--- src/rtl/fsc_regs.vh ---
// Purpose: Constants for the front-side bus sideband control block.
// Assumes: 32-bit classic Wishbone register access, word aligned.
// Notes: Offsets are byte addresses.
`ifndef FSC_REGS_VH
`define FSC_REGS_VH
`define FSC_OFF_CTRL 8'h00
`define FSC_OFF_STAT 8'h04
`define FSC_OFF_LOCK 8'h08
`define FSC_OFF_ERR 8'h0c
// Control register fields
`define FSC_CTRL_NE_BIT 0
`define FSC_CTRL_LIC_DIS_BIT 1
`define FSC_CTRL_STALL_BIT 2
`define FSC_CTRL_RESET 32'h00000000
// Lock register fields
`define FSC_LOCK_REQ_BIT 0
`define FSC_LOCK_LAST_BIT 1
// Error register fields
`define FSC_ERR_RAISE_BIT 0
`define FSC_ERR_FPERR_BIT 1
`define FSC_ERR_FPCLR_BIT 2
// Status register fields
`define FSC_ST_INTERNAL_ERROR_N_BIT 0
`define FSC_ST_SHUT_BIT 1
`define FSC_ST_IGN_BIT 2
`define FSC_ST_FPEXC_BIT 3
`define FSC_ST_INIT_BIT 4
`define FSC_ST_BUILTIN_SELF_TEST_BIT 5
`define FSC_ST_MIRQ_BIT 6
`define FSC_ST_NMI_BIT 7
`define FSC_ST_LOCAL_IRQ_IN_ZERO_BIT 8
`define FSC_ST_LOCAL_IRQ_IN_ONE_BIT 9
`define FSC_ST_LOCK_BIT 10
`define FSC_ST_SNPSTL_BIT 11
`define FSC_ST_PRIO_BIT 12
`endif

--- src/rtl/fsc_sideband.v ---
// Purpose: Sideband control of a front-side bus agent: snoop stall, internal
//   error hold, numeric-error ignore, warm init, self-test select, local irqs, lock.
// Assumes: Sideband pins named _n are active low; single 125 MHz clock; Wishbone slave.
// Notes: Software stands in for the core; registers model the core's view.
`timescale 1ns/100ps
`include "fsc_regs.vh"
module fsc_sideband #(
  parameter RESET_VECTOR = 32'hfffffff0
) (
  input wire clk_in,
  input wire rst_n_in,
  input wire [31:0] wb_adr_in,
  input wire [31:0] wb_dat_in,
  input wire [3:0] wb_sel_in,
  input wire wb_we_in,
  input wire wb_cyc_in,
  input wire wb_stb_in,
  output wire [31:0] wb_dat_out,
  output wire wb_ack_out,
  input wire snoop_hit_n_in,
  output wire snoop_hit_n_out,
  output wire snoop_hit_n_oe_out,
  input wire snoop_modified_n_in,
  output wire snoop_modified_n_out,
  output wire snoop_modified_n_oe_out,
  input wire snoop_req_in,
  output wire snoop_resp_out,
  output wire internal_error_n_out,
  output wire shutdown_out,
  input wire bus_initialise_n_in,
  input wire ignore_numeric_error_n_in,
  input wire warm_init_n_in,
  input wire [1:0] local_irq_in,
  output wire maskable_irq_request_out,
  output wire nmi_out,
  output wire [1:0] local_irq_event_out,
  input wire bus_lock_n_in,
  output wire bus_lock_n_out,
  output wire bus_lock_n_oe_out,
  input wire priority_request_n_in,
  input wire txn_end_in,
  output wire [31:0] exec_addr_out,
  output wire int_state_clear_out,
  output wire builtin_self_test_out
);
  // Lock sequencer states
  localparam LK_IDLE = 2'b00;
  localparam LK_HELD = 2'b01;
  localparam LK_LAST = 2'b10;

  function [31:0] fsc_mask;
    input [31:0] old_val;
    input [31:0] new_val;
    input [3:0] sel;
    integer k;
    begin
      for (k = 0; k < 4; k = k + 1)
      begin
        fsc_mask[k*8 +: 8] = sel[k] ? new_val[k*8 +: 8] : old_val[k*8 +: 8];
      end
    end
  endfunction

  reg ack_r;
  reg [31:0] rdat_r;
  reg [31:0] ctrl_r;
  reg internal_error_n_r;
  reg shut_r;
  reg fperr_r;
  reg fpexc_r;
  reg builtin_self_test_r;
  reg init_seen_r;
  reg [31:0] exec_r;
  reg intclr_r;
  reg [1:0] irq_s1_r;
  reg [1:0] irq_s2_r;
  reg [1:0] irq_s3_r;
  reg [1:0] irq_ev_r;
  reg [1:0] lk_state_r;
  reg [1:0] lk_state_nxt;
  reg snoop_resp_r;
  reg stall_r;
  reg rst_seen_r;

  wire wb_hit = wb_cyc_in & wb_stb_in & ~ack_r;
  wire wr = wb_hit & wb_we_in;
  wire [7:0] off = wb_adr_in[7:0];
  wire wr_ctrl = wr & (off == `FSC_OFF_CTRL);
  wire wr_lock = wr & (off == `FSC_OFF_LOCK) & wb_sel_in[0];
  wire wr_err = wr & (off == `FSC_OFF_ERR) & wb_sel_in[0];
  wire native_err = ctrl_r[`FSC_CTRL_NE_BIT];
  wire lic_dis = ctrl_r[`FSC_CTRL_LIC_DIS_BIT];
  wire warm_init = ~warm_init_n_in;
  wire internal_error_n_clear = ~bus_initialise_n_in | warm_init;
  // Ignore only has force while native reporting is off
  wire ignoring = ~ignore_numeric_error_n_in & ~native_err;
  wire [31:0] status;

  assign wb_ack_out = ack_r;
  assign wb_dat_out = rdat_r;

  // Read data is latched with ack; unmapped offsets read zero and writes are dropped
  always @(posedge clk_in or negedge rst_n_in)
  begin
    if (!rst_n_in)
    begin
      ack_r <= 1'b0;
      rdat_r <= 32'h00000000;
    end
    else
    begin
      ack_r <= wb_hit;
      case (off)
        `FSC_OFF_CTRL: rdat_r <= ctrl_r;
        `FSC_OFF_STAT: rdat_r <= status;
        `FSC_OFF_LOCK: rdat_r <= {30'h00000000, (lk_state_r == LK_LAST), (lk_state_r != LK_IDLE)};
        default: rdat_r <= 32'h00000000;
      endcase
    end
  end

  // Controller disable bit resets to zero so the local irq roles are the default
  always @(posedge clk_in or negedge rst_n_in)
  begin
    if (!rst_n_in)
      ctrl_r <= `FSC_CTRL_RESET;
    else if (wr_ctrl)
      ctrl_r <= fsc_mask(ctrl_r, wb_dat_in, wb_sel_in) & 32'h00000007;
  end

  // Internal error: set wins over clear so no raise is lost
  always @(posedge clk_in or negedge rst_n_in)
  begin
    if (!rst_n_in)
    begin
      internal_error_n_r <= 1'b0;
      shut_r <= 1'b0;
    end
    else
    begin
      shut_r <= wr_err & wb_dat_in[`FSC_ERR_RAISE_BIT] & ~internal_error_n_r;
      if (wr_err & wb_dat_in[`FSC_ERR_RAISE_BIT])
        internal_error_n_r <= 1'b1;
      else if (internal_error_n_clear)
        internal_error_n_r <= 1'b0;
    end
  end
  assign internal_error_n_out = ~internal_error_n_r;
  assign shutdown_out = shut_r;

  // Pending numeric error and the exception it causes
  always @(posedge clk_in or negedge rst_n_in)
  begin
    if (!rst_n_in)
    begin
      fperr_r <= 1'b0;
      fpexc_r <= 1'b0;
    end
    else
    begin
      if (wr_err & wb_dat_in[`FSC_ERR_FPERR_BIT])
        fperr_r <= 1'b1;
      else if (wr_err & wb_dat_in[`FSC_ERR_FPCLR_BIT])
        fperr_r <= 1'b0;
      // Floating-point state survives warm init, so fperr_r is not cleared there
      if (fperr_r & ~ignoring)
        fpexc_r <= 1'b1;
      else if (ignoring | (wr_err & wb_dat_in[`FSC_ERR_FPCLR_BIT]))
        fpexc_r <= 1'b0;
    end
  end

  // Warm init: integer state clear, restart at reset vector, self-test capture
  always @(posedge clk_in or negedge rst_n_in)
  begin
    if (!rst_n_in)
    begin
      exec_r <= 32'h00000000;
      intclr_r <= 1'b0;
      init_seen_r <= 1'b0;
      builtin_self_test_r <= 1'b0;
      rst_seen_r <= 1'b0;
    end
    else
    begin
      rst_seen_r <= 1'b1;
      // First clocked edge after release samples warm init as a strap
      if (!rst_seen_r)
        builtin_self_test_r <= warm_init;
      else
        builtin_self_test_r <= 1'b0;
      init_seen_r <= warm_init;
      intclr_r <= warm_init;
      if (!rst_seen_r | (init_seen_r & ~warm_init))
        exec_r <= RESET_VECTOR;
    end
  end
  assign exec_addr_out = exec_r;
  assign int_state_clear_out = intclr_r;
  assign builtin_self_test_out = builtin_self_test_r;

  // Local irq synchroniser; levels come from the second stage, events from the second and third
  always @(posedge clk_in or negedge rst_n_in)
  begin
    if (!rst_n_in)
    begin
      irq_s1_r <= 2'b00;
      irq_s2_r <= 2'b00;
      irq_s3_r <= 2'b00;
      irq_ev_r <= 2'b00;
    end
    else
    begin
      irq_s1_r <= local_irq_in;
      irq_s2_r <= irq_s1_r;
      irq_s3_r <= irq_s2_r;
      irq_ev_r <= lic_dis ? 2'b00 : (irq_s2_r & ~irq_s3_r);
    end
  end
  assign maskable_irq_request_out = lic_dis & irq_s2_r[0];
  assign nmi_out = lic_dis & irq_s2_r[1];
  assign local_irq_event_out = irq_ev_r;

  // Snoop answers are never gated by warm init
  always @(posedge clk_in or negedge rst_n_in)
  begin
    if (!rst_n_in)
    begin
      snoop_resp_r <= 1'b0;
      stall_r <= 1'b0;
    end
    else
    begin
      snoop_resp_r <= snoop_req_in;
      stall_r <= snoop_req_in & ctrl_r[`FSC_CTRL_STALL_BIT];
    end
  end
  assign snoop_resp_out = snoop_resp_r;
  // Stall drives both lines low in the same cycle, each cycle it is held
  assign snoop_hit_n_out = ~stall_r;
  assign snoop_modified_n_out = ~stall_r;
  assign snoop_hit_n_oe_out = stall_r;
  assign snoop_modified_n_oe_out = stall_r;

  // Lock sequencer: held from first start until the last transaction ends
  always @*
  begin
    lk_state_nxt = lk_state_r;
    case (lk_state_r)
      LK_IDLE:
      begin
        if (wr_lock & wb_dat_in[`FSC_LOCK_REQ_BIT])
          lk_state_nxt = wb_dat_in[`FSC_LOCK_LAST_BIT] ? LK_LAST : LK_HELD;
      end
      LK_HELD:
      begin
        if (wr_lock & wb_dat_in[`FSC_LOCK_LAST_BIT])
          lk_state_nxt = LK_LAST;
      end
      LK_LAST:
      begin
        if (txn_end_in)
          lk_state_nxt = LK_IDLE;
      end
      default: lk_state_nxt = LK_IDLE;
    endcase
  end

  always @(posedge clk_in or negedge rst_n_in)
  begin
    if (!rst_n_in)
      lk_state_r <= LK_IDLE;
    else
      lk_state_r <= lk_state_nxt;
  end
  assign bus_lock_n_out = ~(lk_state_r != LK_IDLE);
  assign bus_lock_n_oe_out = (lk_state_r != LK_IDLE);

  assign status = {19'h00000,
    ~priority_request_n_in & ~bus_lock_n_in,
    ~snoop_hit_n_in & ~snoop_modified_n_in,
    ~bus_lock_n_in,
    irq_s2_r,
    nmi_out,
    maskable_irq_request_out,
    builtin_self_test_r,
    warm_init,
    fpexc_r,
    ignoring,
    shut_r,
    internal_error_n_r};
endmodule

--- config.mk ---
export PLATFORM = sky130hd
export DESIGN_NAME = fsc_sideband
export DESIGN_NICKNAME = d
export VERILOG_FILES = /design/src/rtl/fsc_sideband.v
export VERILOG_INCLUDE_DIRS = /design/src /design/src/rtl
export SDC_FILE = /design/constraint.sdc
export NUM_CORES = 1
export LEC_CHECK = 0
export BUFFER_PORTS_ARGS = -buffer_cell sky130_fd_sc_hd__buf_2
export CORE_ASPECT_RATIO = 0.8
export CORE_UTILIZATION = 37
export DETAILED_ROUTE_END_ITERATION = 8
export MAX_ROUTING_LAYER = met4
export PLACE_DENSITY = 0.82
export SYNTH_ARGS = -nofsm -noshare
export SYNTH_HDL_FRONTEND = slang
export SYNTH_SLANG_ARGS = --single-unit
--- constraint.sdc ---
create_clock -name clk_in -period 1.7 [get_ports clk_in]
set_clock_uncertainty 0.15 [all_clocks]
set_input_delay 0.17 -clock clk_in [delete_from_list [all_inputs] [get_ports clk_in]]
set_output_delay 0.17 -clock clk_in [all_outputs]
set_load 0.005 [all_outputs]
# Word-level counts from Yosys, hierarchy flattened
# Cells that the tools add are included.
# word_totals
word_cells	89
out_inout_bits	80
ff_bits	56
in_bits	84
# classes
eq_ne	8
n_bitwise	40
mux	14
reduce_logical	9
# op_table
cell	count
$pmux 13 s3	1
$and 1x1->1	22
$eq 8x4->1 const B	2
$not 1->1	13
$mux 2	5
$eq 8x3->1 const B	1
$logic_not 8->1	1
$reduce_bool 2->1	4
$mux 1	7
$ne 2x2->1 const B	3
$pmux 2 s3	1
$or 1x1->1	3
$reduce_and 3->1	1
$and 2x2->2	1
$eq 2x1->1 const B	1
$eq 2x2->1 const B	1
$logic_not 2->1	1
$not 2->2	1
$reduce_and 2->1	1
$logic_not 1->1	1

# Logic depth before layout (Yosys ltp)
# Gate-level depths: netlist of the first run.
# depth
word_depth	9
mapped_depth	4

# Least setup slack after synthesis of the first run
# No wires, ideal clock.
# synth_timing
kind	register to register
startpoint	reg ack_r (netlist: wb_ack_out)
endpoint	reg ctrl_r[0]
stages_incl_launch_ff	5
path_buffers	1
t_arrival_ns	1.173
setup_slack_ns	0.252
path_cell_list	dfrtp_1 and3b_1 clkbuf_1 nand4_2 mux2_2
# synth_between
elab_chain_len	5
# synth_lines
item	line	rtl
start: declaration	fsc_sideband.v:64	reg ack_r;
start signal: assignment	fsc_sideband.v:112	ack_r <= wb_hit;
$not 1->1	fsc_sideband.v:85	wire wb_hit = wb_cyc_in & wb_stb_in & ~ack_r;
$and 1x1->1	fsc_sideband.v:85	
net wb_hit	fsc_sideband.v:85	
$and 1x1->1	fsc_sideband.v:86	wire wr = wb_hit & wb_we_in;
$and 1x1->1	fsc_sideband.v:88	wire wr_ctrl = wr & (off == `FSC_OFF_CTRL);
$reduce_and 2->1 (no line)	-	
end signal: assignment	fsc_sideband.v:126	ctrl_r <= `FSC_CTRL_RESET;
end signal: assignment	fsc_sideband.v:128	ctrl_r <= fsc_mask(ctrl_r, wb_dat_in, wb_sel_in) & 32'h00000007;
end: declaration	fsc_sideband.v:66	reg [31:0] ctrl_r;
# The timed path passes the listed nets, and every way through them passes these cells.
# A chain may end at the register's enable or synchronous reset.

# Worst setup path in the final report of the first run
# layout_timing
startpoint	in wb_adr_in[6]
endpoint	reg rdat_r[12] (netlist: wb_dat_out[12])
# layout_between
elab_chain_len	2
word_cells_on_any_way	4
# layout_lines
item	line	rtl
start: declaration	fsc_sideband.v:12	input wire [31:0] wb_adr_in,
$eq 8x4->1, or another cell as far along	fsc_sideband.v:113	case (off)
$pmux 13 s3 *	fsc_sideband.v:113	
end signal: assignment	fsc_sideband.v:114	`FSC_OFF_CTRL: rdat_r <= ctrl_r;
end signal: assignment	fsc_sideband.v:115	`FSC_OFF_STAT: rdat_r <= status;
end signal: assignment	fsc_sideband.v:116	`FSC_OFF_LOCK: rdat_r <= {30'h00000000, (lk_state_r == LK_LAST), (lk_state_r != LK_IDLE)};
end: declaration	fsc_sideband.v:65	reg [31:0] rdat_r;
# Every way passes the cells marked *; elsewhere a longest branch is shown, timed or not.

==> impl_metrics.json, run 1 <==
{
  "leakagePower_nw": 1.19,
  "arrival_ns": 1.66,
  "finalSetupViolations": 0,
  "pin_count": 164,
  "areaGrowthSynthToFinish_pct": 25.2,
  "yosysMostFrequentCell": "buf_4",
  "synth-warning-count": 0,
  "vias": 1242,
  "grt_max_degree": 38,
  "hpwl_mm": 2.42,
  "dr.pass1.iters": 5,
  "grt_pass1_vias": 1073,
  "fin_crit_ns": 1.60,
  "cts_max_level": 2,
  "setup_tns_ns": 0,
  "insertion_delay_ns": 0.28,
  "synth_top_cells_by_count": "buf_4 (52), dfrtp_1 (37), and2_1 (9), inv_1 (8), nor2_1 (7)",
  "drive_gt1_share_pct": 44.7,
  "dieArea_um2": 5140,
  "antenna_found_initial": 0,
  "status": "complete, no violations",
  "avgSynthCellArea_um2": 11.0,
  "drt_iter0_markers": 25,
  "drv_cap": 0,
  "finalCritPeriodShare_pct": 94.0,
  "maxSlewHeadroom_pct": 62.5,
  "fp.dieW_um": 79.9,
  "critPathLaunchType": "primary input",
  "clkTransAtPathRegs_ns": 0.07,
  "fmax_mhz": 626,
  "placed_cells": 275,
  "synth_edf_count": 0,
  "yosys_register_bits": 37,
  "tightest_slew_ns": 0.562,
  "yosys.area.top_type": "dfrtp_1",
  "grtUsageTotal_pct": 13.3,
  "netlist_area_um2": 1800,
  "critical_path_class": "primary input to flip-flop",
  "synth_top_flop_cell": "dfrtp_1",
  "cp.required_ns": 1.76,
  "pwr_density_cell_nw_per_um2": 810,
  "numClockSinks": 37,
  "grt_first_pass_wirelength_mm": 4.86,
  "rows": 22,
  "synthTopCellsByArea": "dfrtp_1 (51%), buf_4 (22%), and2_1 (3.1%), nand3b_1 (2.1%), mux2_2 (1.9%)",
  "cts_tree": "built",
  "post-route-util_pct": 48.7,
  "power_mw": 1.82,
  "coreArea_um2": 4620,
  "root_buffer": "clkbuf_8",
  "routabilityCongestion": 0.779,
  "wl_per_cell_um": 11.5,
  "cts_buffers": 5,
  "initial_core_util_pct": 38.9,
  "drcViolationCount": 0,
  "endpoint_kind": "flip-flop",
  "instances_no_fill": 297,
  "cts_buffer_depth": 2,
  "antenna-diode-count": 0,
  "final-max-slew-violation-count": 0,
  "ir_worst_vdd_uv": 605,
  "hold_viol_final": 0,
  "viasPerCell": 4.18,
  "synth.distinct_cells": 32,
  "gr-total-overflow": 0,
  "whs_ns": 0.00759,
  "synth_top_area_share_pct": 51.5,
  "nets": 320,
  "die_h_um": 64.4,
  "drt_wl_total_mm": 3.42,
  "seq_area_frac_synth_pct": 51.5,
  "crit_fanout": 6,
  "async_flop_share_pct": 100,
  "port_buffers": 84,
  "min_path_type": "primary input to flip-flop",
  "ant_nets": 0,
  "synth_cells": 163
}
==> per-stage QoR <==
stage | area, um2 | worst slack [ns]
after floorplan | 1880 | 0.252
after global placement | 1990 | 0.179
after detailed placement | 1990 | 0.164
after CTS | 2220 | 0.0381
after global routing | 2250 | -0.0285
final | 2250 | 0.103
==> placed cells by master, fill, tap and decap left out <==
cell type,instances
and4_2,2
mux2_2,3
dfrtp_1,37
inv_1,8
mux2i_1,1
a211o_1,1
nor3b_2,1
buf_12,1
and4bb_2,1
bufinv_16,1
a21oi_1,3
nand4_2,1
nor2_1,7
o21ai_0,2
and3b_1,1
and3_1,1
dlygate4sd3_1,11
a21o_1,2
nand4_1,2
clkinvlp_4,1
conb_1,24
buf_2,84
nand3_1,1
and2_1,9
o22ai_1,2
nand2b_1,1
nor4_4,1
nor3_1,4
nand2_1,2
and3b_2,1
nor4b_1,2
a211oi_1,1
clkbuf_8,6
nand3b_1,5
nor3b_1,3
and4_1,1
buf_4,3
==> path summary, 6_finish.rpt <==
path	to	slack (ns)	depth (start not counted)	from
worst max-delay path	wb_dat_out[12]	0.10	5	wb_adr_in[6]
min in group asynchronous	wb_dat_out[6]	0.23	3	rst_n_in
worst min-delay path	internal_error_n_r	0.008	3	bus_initialise_n_in
worst max register to register	ctrl_r[1]	0.26	3	wb_ack_out
max in group asynchronous	builtin_self_test_out	0.98	3	rst_n_in
worst min register to register	irq_s2_r[0]	0.20	0	irq_s1_r[0]
==> layer usage <==
layer | global-route usage, % | wire length [um]
met5 | - | 0
met4 | 5.36 | 25
met3 | 3.57 | 161
met2 | 22.3 | 1750
met1 | 15.1 | 1490
==> registers in the layout, summed over array words and instances (netlist names), 2 cells and up <==
register,count
wb_dat_out,13
local_irq_event_out,2
irq_s1_r,2
irq_s2_r,2
ctrl_r,3
lk_state_r,2
irq_s3_r,2
==> power breakdown <==
part           total, mW  leakage, nW  internal, mW  switching [mW]
logic              0.140        0.655        0.0651          0.0751
clock network      0.777       0.0574         0.477           0.300
registers          0.906        0.473         0.898         0.00743
total               1.82         1.19          1.44           0.382
==> kinds of logic after synthesis <==
family	share of synthesized area, %
compound gates	3.83
buf+inv	24.1
flops	51.5
mux	2.44
other cells	0.418
simple gates	17.7
==> layout make-up <==
class / instances / area [um2]
clock buffers: 6 / 82.6
clock inverters: 2 / 37.5
fillers: 460 / 2370
inverters: 8 / 30.0
multi-input cells: 85 / 527
flip-flops and latches: 37 / 926
well taps: 60 / 75.1
repair buffers: 99 / 573
==> timing repair <==
item / 4_1_cts / 5_1_grt
gates resized for setup: 0 / 1
hold buffers: 11 / 0
endpoints found under the setup margin: 0 / 1
endpoints found under the hold margin: 48 / 0
setup buffers: 0 / 3
==> critical path, stage by stage <==
cell and delay (ns):
buf_2 0.11, nor4_4 0.40, nand3b_1 0.24, nor3_1 0.17
dlygate4sd3_1 0.57
No activity file was read; power rests on OpenSTA's default activity.
==> run 2, diff against run 1 <==
--- a/config.mk
+++ b/config.mk
@@ -11,7 +11,7 @@
 export CORE_UTILIZATION = 37
 export DETAILED_ROUTE_END_ITERATION = 8
 export MAX_ROUTING_LAYER = met4
-export PLACE_DENSITY = 0.82
+export PLACE_DENSITY = 0.8
 export SYNTH_ARGS = -nofsm -noshare
 export SYNTH_HDL_FRONTEND = slang
 export SYNTH_SLANG_ARGS = --single-unit
==> impl_metrics.json, run 2 (synthesized netlist as in run 1, its figures left out) <==
{
  "status": "complete, no violations",
  "antenna-diode-count": 0,
  "fp.dieW_um": 79.9,
  "vias": 1217,
  "antenna_found_initial": 0,
  "drive_gt1_share_pct": 44.1,
  "finalSetupViolations": 0,
  "pwr_density_cell_nw_per_um2": 755,
  "nets": 319,
  "power.internal_mw": 1.29,
  "p_switching_uw": 388,
  "final_area_um2": 2220,
  "leakagePower_nw": 1.18,
  "grt_max_degree": 38,
  "finalCritPeriodShare_pct": 91.0,
  "drt_iter0_markers": 44,
  "fmax_mhz": 647,
  "drt_wl_total_mm": 3.32,
  "die_h_um": 64.4,
  "clkTransAtPathRegs_ns": 0.07,
  "wl_per_cell_um": 11.2,
  "sw_frac_of_total_pct": 23.1,
  "critical_path_class": "primary input to flip-flop",
  "cts_max_level": 2,
  "final_cell_mix": "buf_2 (84), dfrtp_1 (37), conb_1 (24), dlygate4sd3_1 (12), and2_1 (9)",
  "endpoint_kind": "flip-flop",
  "insertion_delay_ns": 0.28,
  "placed_cells": 275,
  "grt_setup_unrepaired": "no",
  "cts_tree": "built",
  "ir_worst_vdd_uv": 375,
  "largest_reg_flops": 13,
  "pin_count": 164,
  "combPwrFrac_pct": 8.2,
  "rows": 22,
  "grt_pass1_vias": 1097,
  "dpl_cell_area_um2": 1990,
  "numClockSinks": 37,
  "gr-total-overflow": 0,
  "critPathLaunchType": "primary input",
  "tightest_slew_ns": 0.569,
  "dr.pass1.iters": 4,
  "clockPowerShare_pct": 37.8,
  "cts_buffers": 5,
  "dieArea_um2": 5140,
  "layout_commonest_cell": "buf_2",
  "routabilityCongestion": 0.850,
  "areaGrowthSynthToFinish_pct": 23.6,
  "hold_viol_final": 0,
  "cts_buffer_depth": 2,
  "port_buffers": 84,
  "setup_tns_ns": 0,
  "initial_core_util_pct": 38.9,
  "whs_ns": 0.0180,
  "pwr-share-seq_pct": 54.0,
  "fin_crit_ns": 1.55,
  "ant_nets": 0,
  "hpwl_mm": 2.39,
  "maxSlewHeadroom_pct": 62.1,
  "viasPerCell": 4.11,
  "root_buffer": "clkbuf_8",
  "grt_first_pass_wirelength_mm": 4.94,
  "coreArea_um2": 4620,
  "instances_no_fill": 296,
  "drv_cap": 0,
  "grtUsageTotal_pct": 13.6,
  "min_path_type": "primary input to flip-flop",
  "drcViolationCount": 0,
  "arrival_ns": 1.62,
  "crit_fanout": 5,
  "final-max-slew-violation-count": 0,
  "cp.required_ns": 1.77
}
-- run 2: worst paths after layout --
path | from | to | slack, ns | depth (start not counted)
max in group asynchronous | rst_n_in | wb_ack_out | 0.97 | 3
setup reg to reg | wb_ack_out | ctrl_r[1] | 0.23 | 3
setup / recovery | wb_adr_in[6] | wb_dat_out[11] | 0.15 | 5
min in group asynchronous | rst_n_in | irq_s2_r[1] | 0.25 | 3
hold / removal | wb_dat_in[0] | ctrl_r[0] | 0.02 | 2
hold reg to reg | irq_s1_r[0] | irq_s2_r[0] | 0.20 | 0
-- run 2: metal layers --
metal	wire length (um)	global-route usage [%]	part of all wire [%]	vias to the layer above
li1	-	-	-	601
met1	1410	15.1	42	564
met2	1680	22.6	51	45
met3	167	3.43	5.0	7
met4	63	6.70	1.9	0
met5	0	-	0	-
-- run 2: timing repair --
item / 4_1_cts / 5_1_grt
endpoints found under the hold margin: 49 / 0
setup buffers: 0 / 1
gates resized for setup: 0 / 1
hold buffers: 12 / 0
setup endpoints to repair: 0 / 2
-- run 2: stage by stage --
stage	setup slack, ns	utilization, %	power (mW)
after floorplan	0.252	-	1.00
after global placement	0.180	43.1	1.04
after detailed placement	0.150	43.1	1.04
after CTS	0.0436	47.8	1.70
after global routing	0.0443	48.1	1.76
final	0.154	48.1	1.68
-- run 2: cell type report --
cell class	count	area, um2
Clock buffer	6	82.6
Clock inverter	2	13.8
Fill cell	445	2400
Inverter	8	30.0
Multi-Input combinational cell	85	527
Sequential cell	37	926
Tap cell	60	75.1
Timing Repair Buffer	98	568
-- run 2: critical path, stage by stage --
cell and delay [ns]:
buf_2 0.11, nor4_4 0.36, nand3b_1 0.24, nor3_1 0.17, dlygate4sd3_1 0.57
-- run 2: power groups by stage --
stage | registers, mW | clock network (mW) | logic [mW]
2_1_floorplan | 0.923 | 0 | 0.0808
3_3_place_gp | 0.922 | 0 | 0.115
3_5_place_dp | 0.923 | 0 | 0.119
4_1_cts | 0.906 | 0.656 | 0.137
5_1_grt | 0.908 | 0.699 | 0.154
6_report | 0.906 | 0.635 | 0.138
